===== config.mk =====
export PLATFORM = sky130hd
export DESIGN_NAME = psm_power_save_mode_control
export DESIGN_NICKNAME = d
export VERILOG_FILES = /design/src/verilog/psm_pkg.sv /design/src/verilog/psm_power_save_mode_control.sv
export SDC_FILE = /design/constraint.sdc
export NUM_CORES = 1
export LEC_CHECK = 0
export BUFFER_PORTS_ARGS = -buffer_cell sky130_fd_sc_hd__buf_2
export CAP_MARGIN = 20
export CORE_ASPECT_RATIO = 1.4
export CORE_MARGIN = 3
export CORE_UTILIZATION = 41
export CTS_CLUSTER_SIZE = 28
export DETAILED_ROUTE_END_ITERATION = 8
export GPL_ROUTABILITY_DRIVEN = 0
export PLACE_DENSITY = 0.79
export SLEW_MARGIN = 20
export SYNTH_ARGS = -nofsm -noshare
export SYNTH_HDL_FRONTEND = slang
export SYNTH_SLANG_ARGS = --single-unit

===== constraint.sdc =====
create_clock -name clock -period 2.35 [get_ports clock]
set_clock_uncertainty 0.1 [all_clocks]
set_input_delay 0.3525 -clock clock [delete_from_list [all_inputs] [get_ports clock]]
set_output_delay 0.3525 -clock clock [all_outputs]
set_load 0.1 [all_outputs]

===== src/verilog/psm_pkg.sv =====
// Constants, types and register map of the power-save mode control block.
// Assumes a 16-bit register port with one-cycle strobes and no wait states.
package psm_pkg;

  // ****************************************************************
  // Register map
  // ****************************************************************
  localparam logic [3:0] ADDR_DEEP_CTRL = 4'h0;
  localparam logic [3:0] ADDR_CLOCK_SEL = 4'h1;
  localparam logic [3:0] ADDR_STATUS = 4'h2;
  localparam int DSE_BIT = 0;
  localparam int OSC_NEW_LSB = 0;
  localparam int OSC_ACT_LSB = 4;
  localparam int STAT_MODE_LSB = 0;
  localparam int STAT_WAKE_INT = 8;
  localparam int STAT_WAKE_WDT = 9;
  localparam int STAT_WAKE_RST = 10;

  // ****************************************************************
  // Encodings and reset values
  // ****************************************************************
  localparam logic OPERAND_SLEEP = 1'h0;
  localparam logic OPERAND_IDLE = 1'h1;
  localparam logic [2:0] OSC_RESET = 3'h0;
  localparam logic [2:0] OSC_LOW_POWER_RC = 3'h5;
  localparam int IRQ_COUNT = 8;

  typedef enum logic [1:0] {
    PSM_RUN = 2'b00,
    PSM_IDLE = 2'b01,
    PSM_SLEEP = 2'b10,
    PSM_DEEP = 2'b11
  } psm_mode_e;

  // Clock and power gates that leave the block.
  typedef struct packed {
    logic cpu_clk_en;
    logic periph_clk_en;
    logic sysclk_osc_en;
    logic io_freeze;
    logic sram_power;
    logic flash_power;
    logic fscm_en;
    logic low_power_rc_clock_en;
    logic calendar_en;
    logic deep_sleep_watchdog_en;
    logic async_periph_en;
  } psm_gates_s;

  // Whole state of the block.
  typedef struct packed {
    psm_mode_e mode;
    logic deep_sleep_enable;
    logic [2:0] new_oscillator_select;
    logic [2:0] active_osc;
    logic watchdog_clear;
    logic wake_int;
    logic wake_wdt;
    logic wake_rst;
    logic [15:0] rdata;
  } psm_state_s;

  localparam psm_state_s STATE_RESET = '{
    mode: PSM_RUN,
    deep_sleep_enable: 1'h0,
    new_oscillator_select: OSC_RESET,
    active_osc: OSC_RESET,
    watchdog_clear: 1'h0,
    wake_int: 1'h0,
    wake_wdt: 1'h0,
    wake_rst: 1'h0,
    rdata: 16'h0000
  };

endpackage : psm_pkg


===== src/verilog/psm_power_save_mode_control.sv =====
// Power-save mode controller: Run, Idle, Sleep and Deep Sleep sequencing.
// Assumes all inputs are synchronous to clock and the core pulses the
// power-save instruction strobe for one cycle while it executes it.
//
// What this block does
// - Sleep stops clocks and halts code execution.
// - Idle halts processor; peripherals keep clocks.
// - Deep Sleep keeps only calendar and deep watchdog.
// - Deep Sleep freezes I/O, powers off memories.
// - Instruction operand selects Sleep or Idle.
// - Enabled interrupt, watchdog or reset wakes device.
// - Sleep shuts down system clock oscillator.
// - Sleep freezes I/O directions and levels.
// - Clock monitor inactive during Sleep.
// - Low-power RC runs if watchdog/calendar need it.
// - Watchdog cleared in the cycle Sleep is entered.
// - Sleep disables system-clocked peripherals only.
// - Wake-up resumes on same clock source.
// - Unlocked clock select write in Run switches oscillator.
`timescale 1ns/1ps

module psm_power_save_mode_control (
  // Clock and reset.
  input wire logic clock,
  input wire logic resetn,
  // Processor core power-save instruction.
  input wire logic power_save_instruction,
  input wire logic power_save_operand,
  // Wake-up sources.
  input wire logic [psm_pkg::IRQ_COUNT-1:0] irq_request,
  input wire logic [psm_pkg::IRQ_COUNT-1:0] irq_enable,
  input wire logic watchdog_timeout,
  input wire logic device_reset_event,
  // Configuration levels.
  input wire logic watchdog_enable,
  input wire logic calendar_on_low_power_rc_clock,
  input wire logic clock_config_locked,
  // Register port.
  input wire logic [3:0] reg_addr,
  input wire logic [15:0] reg_wdata,
  input wire logic reg_write,
  input wire logic reg_read,
  output logic [15:0] reg_rdata,
  // Clock tree, peripherals and memories.
  output psm_pkg::psm_gates_s gates,
  output logic [2:0] active_osc,
  output logic watchdog_clear,
  output logic cpu_halted
);

  // ****************************************************************
  // State
  // ****************************************************************
  psm_pkg::psm_state_s state;
  psm_pkg::psm_state_s next_state;
  logic int_wake;
  logic wake;
  logic wr_ctrl;
  logic wr_clk;
  logic wr_stat;

  // Wake request: any enabled interrupt, watchdog time-out or reset event.
  assign int_wake = |(irq_request & irq_enable);
  assign wake = int_wake | watchdog_timeout | device_reset_event;
  assign wr_ctrl = reg_write && (reg_addr == psm_pkg::ADDR_DEEP_CTRL);
  assign wr_clk = reg_write && (reg_addr == psm_pkg::ADDR_CLOCK_SEL);
  assign wr_stat = reg_write && (reg_addr == psm_pkg::ADDR_STATUS);

  // ****************************************************************
  // Next-state logic
  // ****************************************************************
  // Sequences modes, holds the clock selection and serves register reads.
  always_comb
  begin
    next_state = state;
    next_state.watchdog_clear = 1'h0;
    next_state.rdata = 16'h0000;
    if (wr_ctrl)
    begin
      next_state.deep_sleep_enable = reg_wdata[psm_pkg::DSE_BIT];
    end
    if (wr_clk)
    begin
      next_state.new_oscillator_select = reg_wdata[psm_pkg::OSC_NEW_LSB +: 3];
    end
    // Switching is allowed only while running; low-power modes keep the source.
    if (wr_clk && !clock_config_locked && state.mode == psm_pkg::PSM_RUN)
    begin
      next_state.active_osc = reg_wdata[psm_pkg::OSC_NEW_LSB +: 3];
    end
    // Write one to clear the wake flags; a new cause below wins.
    if (wr_stat)
    begin
      if (reg_wdata[psm_pkg::STAT_WAKE_INT])
      begin
        next_state.wake_int = 1'h0;
      end
      if (reg_wdata[psm_pkg::STAT_WAKE_WDT])
      begin
        next_state.wake_wdt = 1'h0;
      end
      if (reg_wdata[psm_pkg::STAT_WAKE_RST])
      begin
        next_state.wake_rst = 1'h0;
      end
    end
    unique case (state.mode)
      psm_pkg::PSM_RUN:
      begin
        if (power_save_instruction)
        begin
          if (power_save_operand == psm_pkg::OPERAND_IDLE)
          begin
            next_state.mode = psm_pkg::PSM_IDLE;
          end
          else if (state.deep_sleep_enable)
          begin
            next_state.mode = psm_pkg::PSM_DEEP;
            next_state.watchdog_clear = watchdog_enable;
          end
          else
          begin
            next_state.mode = psm_pkg::PSM_SLEEP;
            next_state.watchdog_clear = watchdog_enable;
          end
        end
      end
      psm_pkg::PSM_IDLE, psm_pkg::PSM_SLEEP, psm_pkg::PSM_DEEP:
      begin
        if (wake)
        begin
          next_state.mode = psm_pkg::PSM_RUN;
          // Build on the cleared copy so a same-cycle clear of another cause still lands.
          next_state.wake_int = next_state.wake_int | int_wake;
          next_state.wake_wdt = next_state.wake_wdt | watchdog_timeout;
          next_state.wake_rst = next_state.wake_rst | device_reset_event;
          if (state.mode == psm_pkg::PSM_DEEP)
          begin
            next_state.deep_sleep_enable = 1'h0;
          end
        end
      end
    endcase
    // Read data stands only in the cycle after the read strobe.
    if (reg_read)
    begin
      unique case (reg_addr)
        psm_pkg::ADDR_DEEP_CTRL:
        begin
          next_state.rdata[psm_pkg::DSE_BIT] = state.deep_sleep_enable;
        end
        psm_pkg::ADDR_CLOCK_SEL:
        begin
          next_state.rdata[psm_pkg::OSC_NEW_LSB +: 3] = state.new_oscillator_select;
          next_state.rdata[psm_pkg::OSC_ACT_LSB +: 3] = state.active_osc;
        end
        psm_pkg::ADDR_STATUS:
        begin
          next_state.rdata[psm_pkg::STAT_MODE_LSB +: 2] = state.mode;
          next_state.rdata[psm_pkg::STAT_WAKE_INT] = state.wake_int;
          next_state.rdata[psm_pkg::STAT_WAKE_WDT] = state.wake_wdt;
          next_state.rdata[psm_pkg::STAT_WAKE_RST] = state.wake_rst;
        end
        default:
        begin
          next_state.rdata = 16'h0000;
        end
      endcase
    end
  end

  // Registers the whole state.
  always_ff @(posedge clock or negedge resetn)
  begin
    if (!resetn)
    begin
      state <= psm_pkg::STATE_RESET;
    end
    else
    begin
      state <= next_state;
    end
  end

  // ****************************************************************
  // Gate decode
  // ****************************************************************
  // Turns the registered mode into clock, power and freeze controls.
  // The defaults describe Sleep without its I/O freeze: system clock, its monitor and clocked peripherals off,
  // while externally clocked and change-notification logic keeps running.
  always_comb
  begin
    gates.cpu_clk_en = 1'h0;
    gates.periph_clk_en = 1'h0;
    gates.sysclk_osc_en = 1'h0;
    gates.io_freeze = 1'h0;
    gates.sram_power = 1'h1;
    gates.flash_power = 1'h1;
    gates.fscm_en = 1'h0;
    gates.low_power_rc_clock_en = watchdog_enable | calendar_on_low_power_rc_clock;
    gates.calendar_en = 1'h1;
    gates.deep_sleep_watchdog_en = 1'h1;
    gates.async_periph_en = 1'h1;
    unique case (state.mode)
      psm_pkg::PSM_RUN:
      begin
        gates.cpu_clk_en = 1'h1;
        gates.periph_clk_en = 1'h1;
        gates.sysclk_osc_en = 1'h1;
        gates.fscm_en = 1'h1;
        gates.low_power_rc_clock_en = watchdog_enable | calendar_on_low_power_rc_clock |
          (state.active_osc == psm_pkg::OSC_LOW_POWER_RC);
      end
      psm_pkg::PSM_IDLE:
      begin
        gates.periph_clk_en = 1'h1;
        gates.sysclk_osc_en = 1'h1;
        gates.fscm_en = 1'h1;
      end
      psm_pkg::PSM_SLEEP:
      begin
        gates.io_freeze = 1'h1;
      end
      psm_pkg::PSM_DEEP:
      begin
        gates.io_freeze = 1'h1;
        gates.sram_power = 1'h0;
        gates.flash_power = 1'h0;
        gates.async_periph_en = 1'h0;
      end
    endcase
  end

  // Registered outputs to the core and clock switch.
  assign reg_rdata = state.rdata;
  assign active_osc = state.active_osc;
  assign watchdog_clear = state.watchdog_clear;
  assign cpu_halted = (state.mode != psm_pkg::PSM_RUN);
endmodule : psm_power_save_mode_control


==> out/qor.txt, run 1 <==
EDFF count, synth: 0
Slowest CP cell: dfrtp_1
Worst Hold Class: in2reg
Met2 wire len: 1380 um
Ys async rst share: 100%
Site Rows: 22
Peak Freq: 452 MHz
Post-layout util: 52.5%
Kind of critical path: reg2out
Mean area per synthesized cell: 10.8 um^2
Clock buffer depth: 2
# setup viols final: 0
Vias in the first global route: 853
Gr ovfl total: 0
CP Data Arrival Time: 1.76 ns
Critical Path Source Type: flip-flop
Clk slew on worst S/H paths: 0.12 ns
Gr usage total: 14.1%
Final ANT Viol Nets: 0
Pre-antenna DRT Iters: 4
CP peak stage delay: 0.45 ns
Setup TNS: 0 ns
Layout cell share with drive strength beyond 1: 51.0%
Initial antenna violation count: 0
Starting Density: 43.7%
M1 wire length: 895 um
Synth cell types: 28
Die area: 3570 um^2
Synth Instances: 109
Largest net degree at the start of global routing: 23
Core area: 2700 um^2
CTS sink cnt: 22
Total power: 1.12 mW
Routed length on met3: 164 um
DP Wirelength: 2030 um
Clock latency on the worst-skew pair: 0.30 ns
Register area share after synthesis: 46.7%
Cell Pwr Density: 791 nW/um^2
Post-Route WL: 2450 um
Die width: 51.3 um
Synth top area share: 46.7%
Lkg Pwr: 0.768 nW
Final nets: 201
Diodes inserted: 0
Ys Warns: 0
IO buf count: 59
Synthesized flop and latch total: 22
Highest routed metal layer: met4
CTS tree: done
Worst-path maximum fanout: 8
Critical Path Sink Type: output port
Worst hold slack: 0.185 ns
# DRC: 0
I/O pin total: 79
First-pass GRT wire length: 3850 um
Commonest cells after routing, fill and taps aside: 58 x buf_2, 22 x dfrtp_1, 9 x nor2_1, 9 x conb_1, 7 x and2_1
Final Cycle Share: 94.1%
Design area: 1420 um^2
Final Max Slew Viols: 0
CTS H-tree depth: 1
Clock Tree Root: clkbuf_4
Die height: 69.5 um
Minimum clock period: 2.21 ns
Synth top area cells: dfrtp_1 47%, buf_4 16%, mux2_2 3.8%, mux2_4 3.8%, and2_1 3.7%
DR vias: 861
DRT iter0 DRCs: 12
Via density: 4.56
Yosys top cell by area: dfrtp_1
Fillers: 251
Run status: complete, no violations
P&R area growth vs syn: 20.0%
Area after DPL: 1350 um^2
RSZ-0062 raised after global routing: false
Synth Cell Area: 1180 um^2
Main synth FF type: dfrtp_1
Post-CTS setup buffers: 0
Routed WL per cell: 13.0 um
Commonest non-fill, non-tap cell in the layout: buf_2
Num CTS Buffers: 3
CP cell instances: or2_1 > o31ai_4 > clkbuf_4
Worst EP required: 1.90 ns
VDD IR max: 0.375 mV
Final Hold Fails: 0
Max-cap violations: 0
## synthesized netlist by cell type, types with 2 or more instances
master   number
a22o_2        4
a22oi_1       5
and2_1        7
and3_1        2
buf_4        25
conb_1        2
dfrtp_1      22
inv_1         2
mux2_2        4
mux2_4        3
nand2_1       6
nor2_1        9
nor2b_1       2
nor3_1        2
## sequential cells by signal, summed over array words and instances, names as in the netlist
name	count
active_osc	3
reg_rdata	9
state	9
watchdog_clear	1
## cell families after synthesis
family / after synthesis / share of synthesized area, %
compound gates: 13 / 9.01
buf+inv: 29 / 18.3
flops: 22 / 46.7
mux: 8 / 8.48
other cells: 2 / 0.637
simple gates: 35 / 16.9
## worst max-delay path, delay by kind of cell, from the launching register on
kind | cells | cell delay, ns
flip-flops | 1 | 0.45
AND/OR/NAND/NOR | 1 | 0.39
buffers and inverters | 1 | 0.36
AO/OA/AOI/OAI | 1 | 0.26
## per-stage QoR
stage          instances  worst slack (ns)
2_1_floorplan        116             0.174
3_3_place_gp         184             0.399
3_5_place_dp         184             0.372
4_1_cts              189            0.0329
5_1_grt              189            0.0405
6_report             189             0.139
## path summary, 6_finish.rpt
| check | to | start | slack (ns) | depth (start not counted) |
|---|---|---|---|---|
| worst max-delay path | gates[3] | state[28] | 0.14 | 3 |
| worst min-delay path | active_osc[1] | reg_wdata[1] | 0.19 | 2 |
| worst max register to register | active_osc[2] | state[28] | 0.55 | 3 |
| worst min register to register | reg_rdata[2] | state[25] | 0.39 | 1 |
| max in group asynchronous | state[18] | resetn | 1.40 | 2 |
| min in group asynchronous | state[26] | resetn | 0.42 | 2 |
## timing repair
action,4_1_cts,5_1_grt
hold buffers,1,0
setup endpoints to repair,0,1
endpoints found under the hold margin,22,0
resized for setup,0,1
## power breakdown
part	internal (mW)	switching (mW)
clock network	0.172	0.109
registers	0.413	0.0276
logic	0.0869	0.310
total	0.672	0.447
## layer usage
metal,up-vias,GRT usage (%)
met2,33,25.7
met1,405,15.4
met3,2,3.23
li1,421,-
met5,-,0
met4,0,5.25
## layout make-up
cell class,count,area (um^2),share of cell area [%]
clock buffers,3,22.5,1.59
clock inverters,1,30.0,2.12
inverters,2,7.51,0.530
multi-input cells,65,453,32.0
flip-flops and latches,22,551,38.9
well taps,36,45.0,3.18
repair buffers,60,308,21.7
No activity file was read; power rests on OpenSTA's default activity.
==> run 2: changes to the inputs <==
--- a/config.mk
+++ b/config.mk
@@ -14,6 +14,7 @@
 export DETAILED_ROUTE_END_ITERATION = 8
 export GPL_ROUTABILITY_DRIVEN = 0
 export PLACE_DENSITY = 0.79
+export RECOVER_POWER = 25
 export SLEW_MARGIN = 20
 export SYNTH_ARGS = -nofsm -noshare
 export SYNTH_HDL_FRONTEND = slang
==> run 2 against run 1 <==
Compared with the run above: non-clock buffer count stayed put; clock-buffer cell count unchanged; die area did not move; global-route usage unchanged; register-to-register slack hardly changed; sequential cell count stayed put; sequential power is essentially flat; worst setup slack barely moved.
==> out/qor.txt, run 2 (synthesis gave the netlist of run 1 again) <==
CP peak stage delay: 0.45 ns
Worst reg-to-reg path cell count: 3
# setup viols final: 0
Met2 wire len: 1380 um
Fillers: 253
Post-layout util: 52.4%
VDD IR max: 0.375 mV
Routed length on met3: 175 um
P&R area growth vs syn: 19.8%
CTS sink cnt: 22
Tightest Pin Transition: 1.13 ns
Cell count along the critical path: 3
Gr ovfl total: 0
Final nets: 201
Via density: 4.59
DR vias: 867
I/O pin total: 79
# DRC: 0
First-pass GRT wire length: 3850 um
Worst EP required: 1.90 ns
Commonest cells after routing, fill and taps aside: 56 x buf_2, 22 x dfrtp_1, 9 x nor2_1, 9 x conb_1, 6 x nand2_1
Worst Hold Class: in2reg
Vias in the first global route: 853
Die area: 3570 um^2
Layout cell share with drive strength beyond 1: 49.7%
DRT iter0 DRCs: 11
M1 wire length: 891 um
Commonest non-fill, non-tap cell in the layout: buf_2
Setup TNS: 0 ns
Initial antenna violation count: 0
CTS H-tree depth: 1
Critical Path Source Type: flip-flop
Slew headroom: 24.6%
Highest routed metal layer: met4
Post-Route WL: 2460 um
Hold Path Depth: 2
Largest net degree at the start of global routing: 23
Pre-antenna DRT Iters: 4
Gr usage total: 14.1%
Diodes inserted: 0
Clk slew on worst S/H paths: 0.12 ns
Lkg Pwr: 0.759 nW
Peak Freq: 452 MHz
Kind of critical path: reg2out
Core area: 2700 um^2
Total power: 1.12 mW
Die width: 51.3 um
Final Max Slew Viols: 0
DP Wirelength: 2030 um
Starting Density: 43.7%
Clock latency on the worst-skew pair: 0.30 ns
RSZ-0062 raised after global routing: false
Largest delay share family, worst path: flip-flops
Clock buffer depth: 2
CP Data Arrival Time: 1.76 ns
Die height: 69.5 um
CTS tree: done
Final ANT Viol Nets: 0
IO buf count: 59
Site Rows: 22
Cell Pwr Density: 791 nW/um^2
CP Buf/Inv Count: 1
Final Cycle Share: 94.1%
Num CTS Buffers: 3
Max-cap violations: 0
Run status: complete, no violations
Post-CTS setup buffers: 0
Final Hold Fails: 0
Minimum clock period: 2.21 ns
Clock Tree Root: clkbuf_4
Routed WL per cell: 13.0 um
Worst-path maximum fanout: 8
CP cell instances: or2_1 > o31ai_4 > clkbuf_4
Critical Path Sink Type: output port
Slowest CP cell: dfrtp_1
## run 2: cell count changes in the layout (fill, tap and decap cells not counted)
cell	previous run	this run
clkbuf_1	0	2
buf_2	58	56
and2_0	0	3
and2_1	7	4
## run 2: path summary, 6_finish.rpt
| check | startpoint | end | slack, ns |
|---|---|---|---|
| hold / removal | reg_wdata[1] | active_osc[1] | 0.19 |
| hold reg to reg | state[25] | reg_rdata[2] | 0.39 |
| max in group asynchronous | resetn | state[18] | 0.80 |
| setup / recovery | state[28] | gates[3] | 0.14 |
| setup reg to reg | state[28] | active_osc[2] | 0.55 |
| min in group asynchronous | resetn | state[26] | 0.68 |
## run 2: area by class of cell
type | instances | area (um^2) | share of cell area [%]
sequential | 22 | 551 | 38.9
multi-input combinational | 65 | 453 | 32.0
clock buffer | 3 | 22.5 | 1.59
tap | 36 | 45.0 | 3.19
timing repair buffer | 60 | 305 | 21.6
clock inverter | 1 | 30.0 | 2.12
inverter | 2 | 7.51 | 0.531
## run 2: where the power goes
| part | switching [mW] | internal (mW) |
|---|---|---|
| Clock | 0.109 | 0.172 |
| Sequential | 0.0277 | 0.413 |
| Combinational | 0.311 | 0.0864 |
## run 2: per-stage QoR
step                      std cells  hold slack [ns]  instance area (um^2)  setup slack, ns
after global placement          184            0.222                  1350            0.399
after detailed placement        184            0.228                  1350            0.372
after floorplan                 116          -0.0431                  1220            0.174
after CTS                       189            0.181                  1410           0.0329
final                           189            0.186                  1410            0.139
after global routing            189            0.161                  1410           0.0405
## run 2: what timing repair did
action / in CTS / in global routing
hold buffers: 1 / 0
endpoints found under the hold margin: 22 / 0
endpoints found under the setup margin: 0 / 1
resized for setup: 0 / 1
## run 2: layer usage
| layer | global-route usage, % | vias to the layer above |
|---|---|---|
| met3 | 3.23 | 2 |
| met4 | 5.25 | 0 |
| li1 | - | 421 |
| met1 | 15.4 | 407 |
| met5 | 0 | - |
| met2 | 25.7 | 37 |
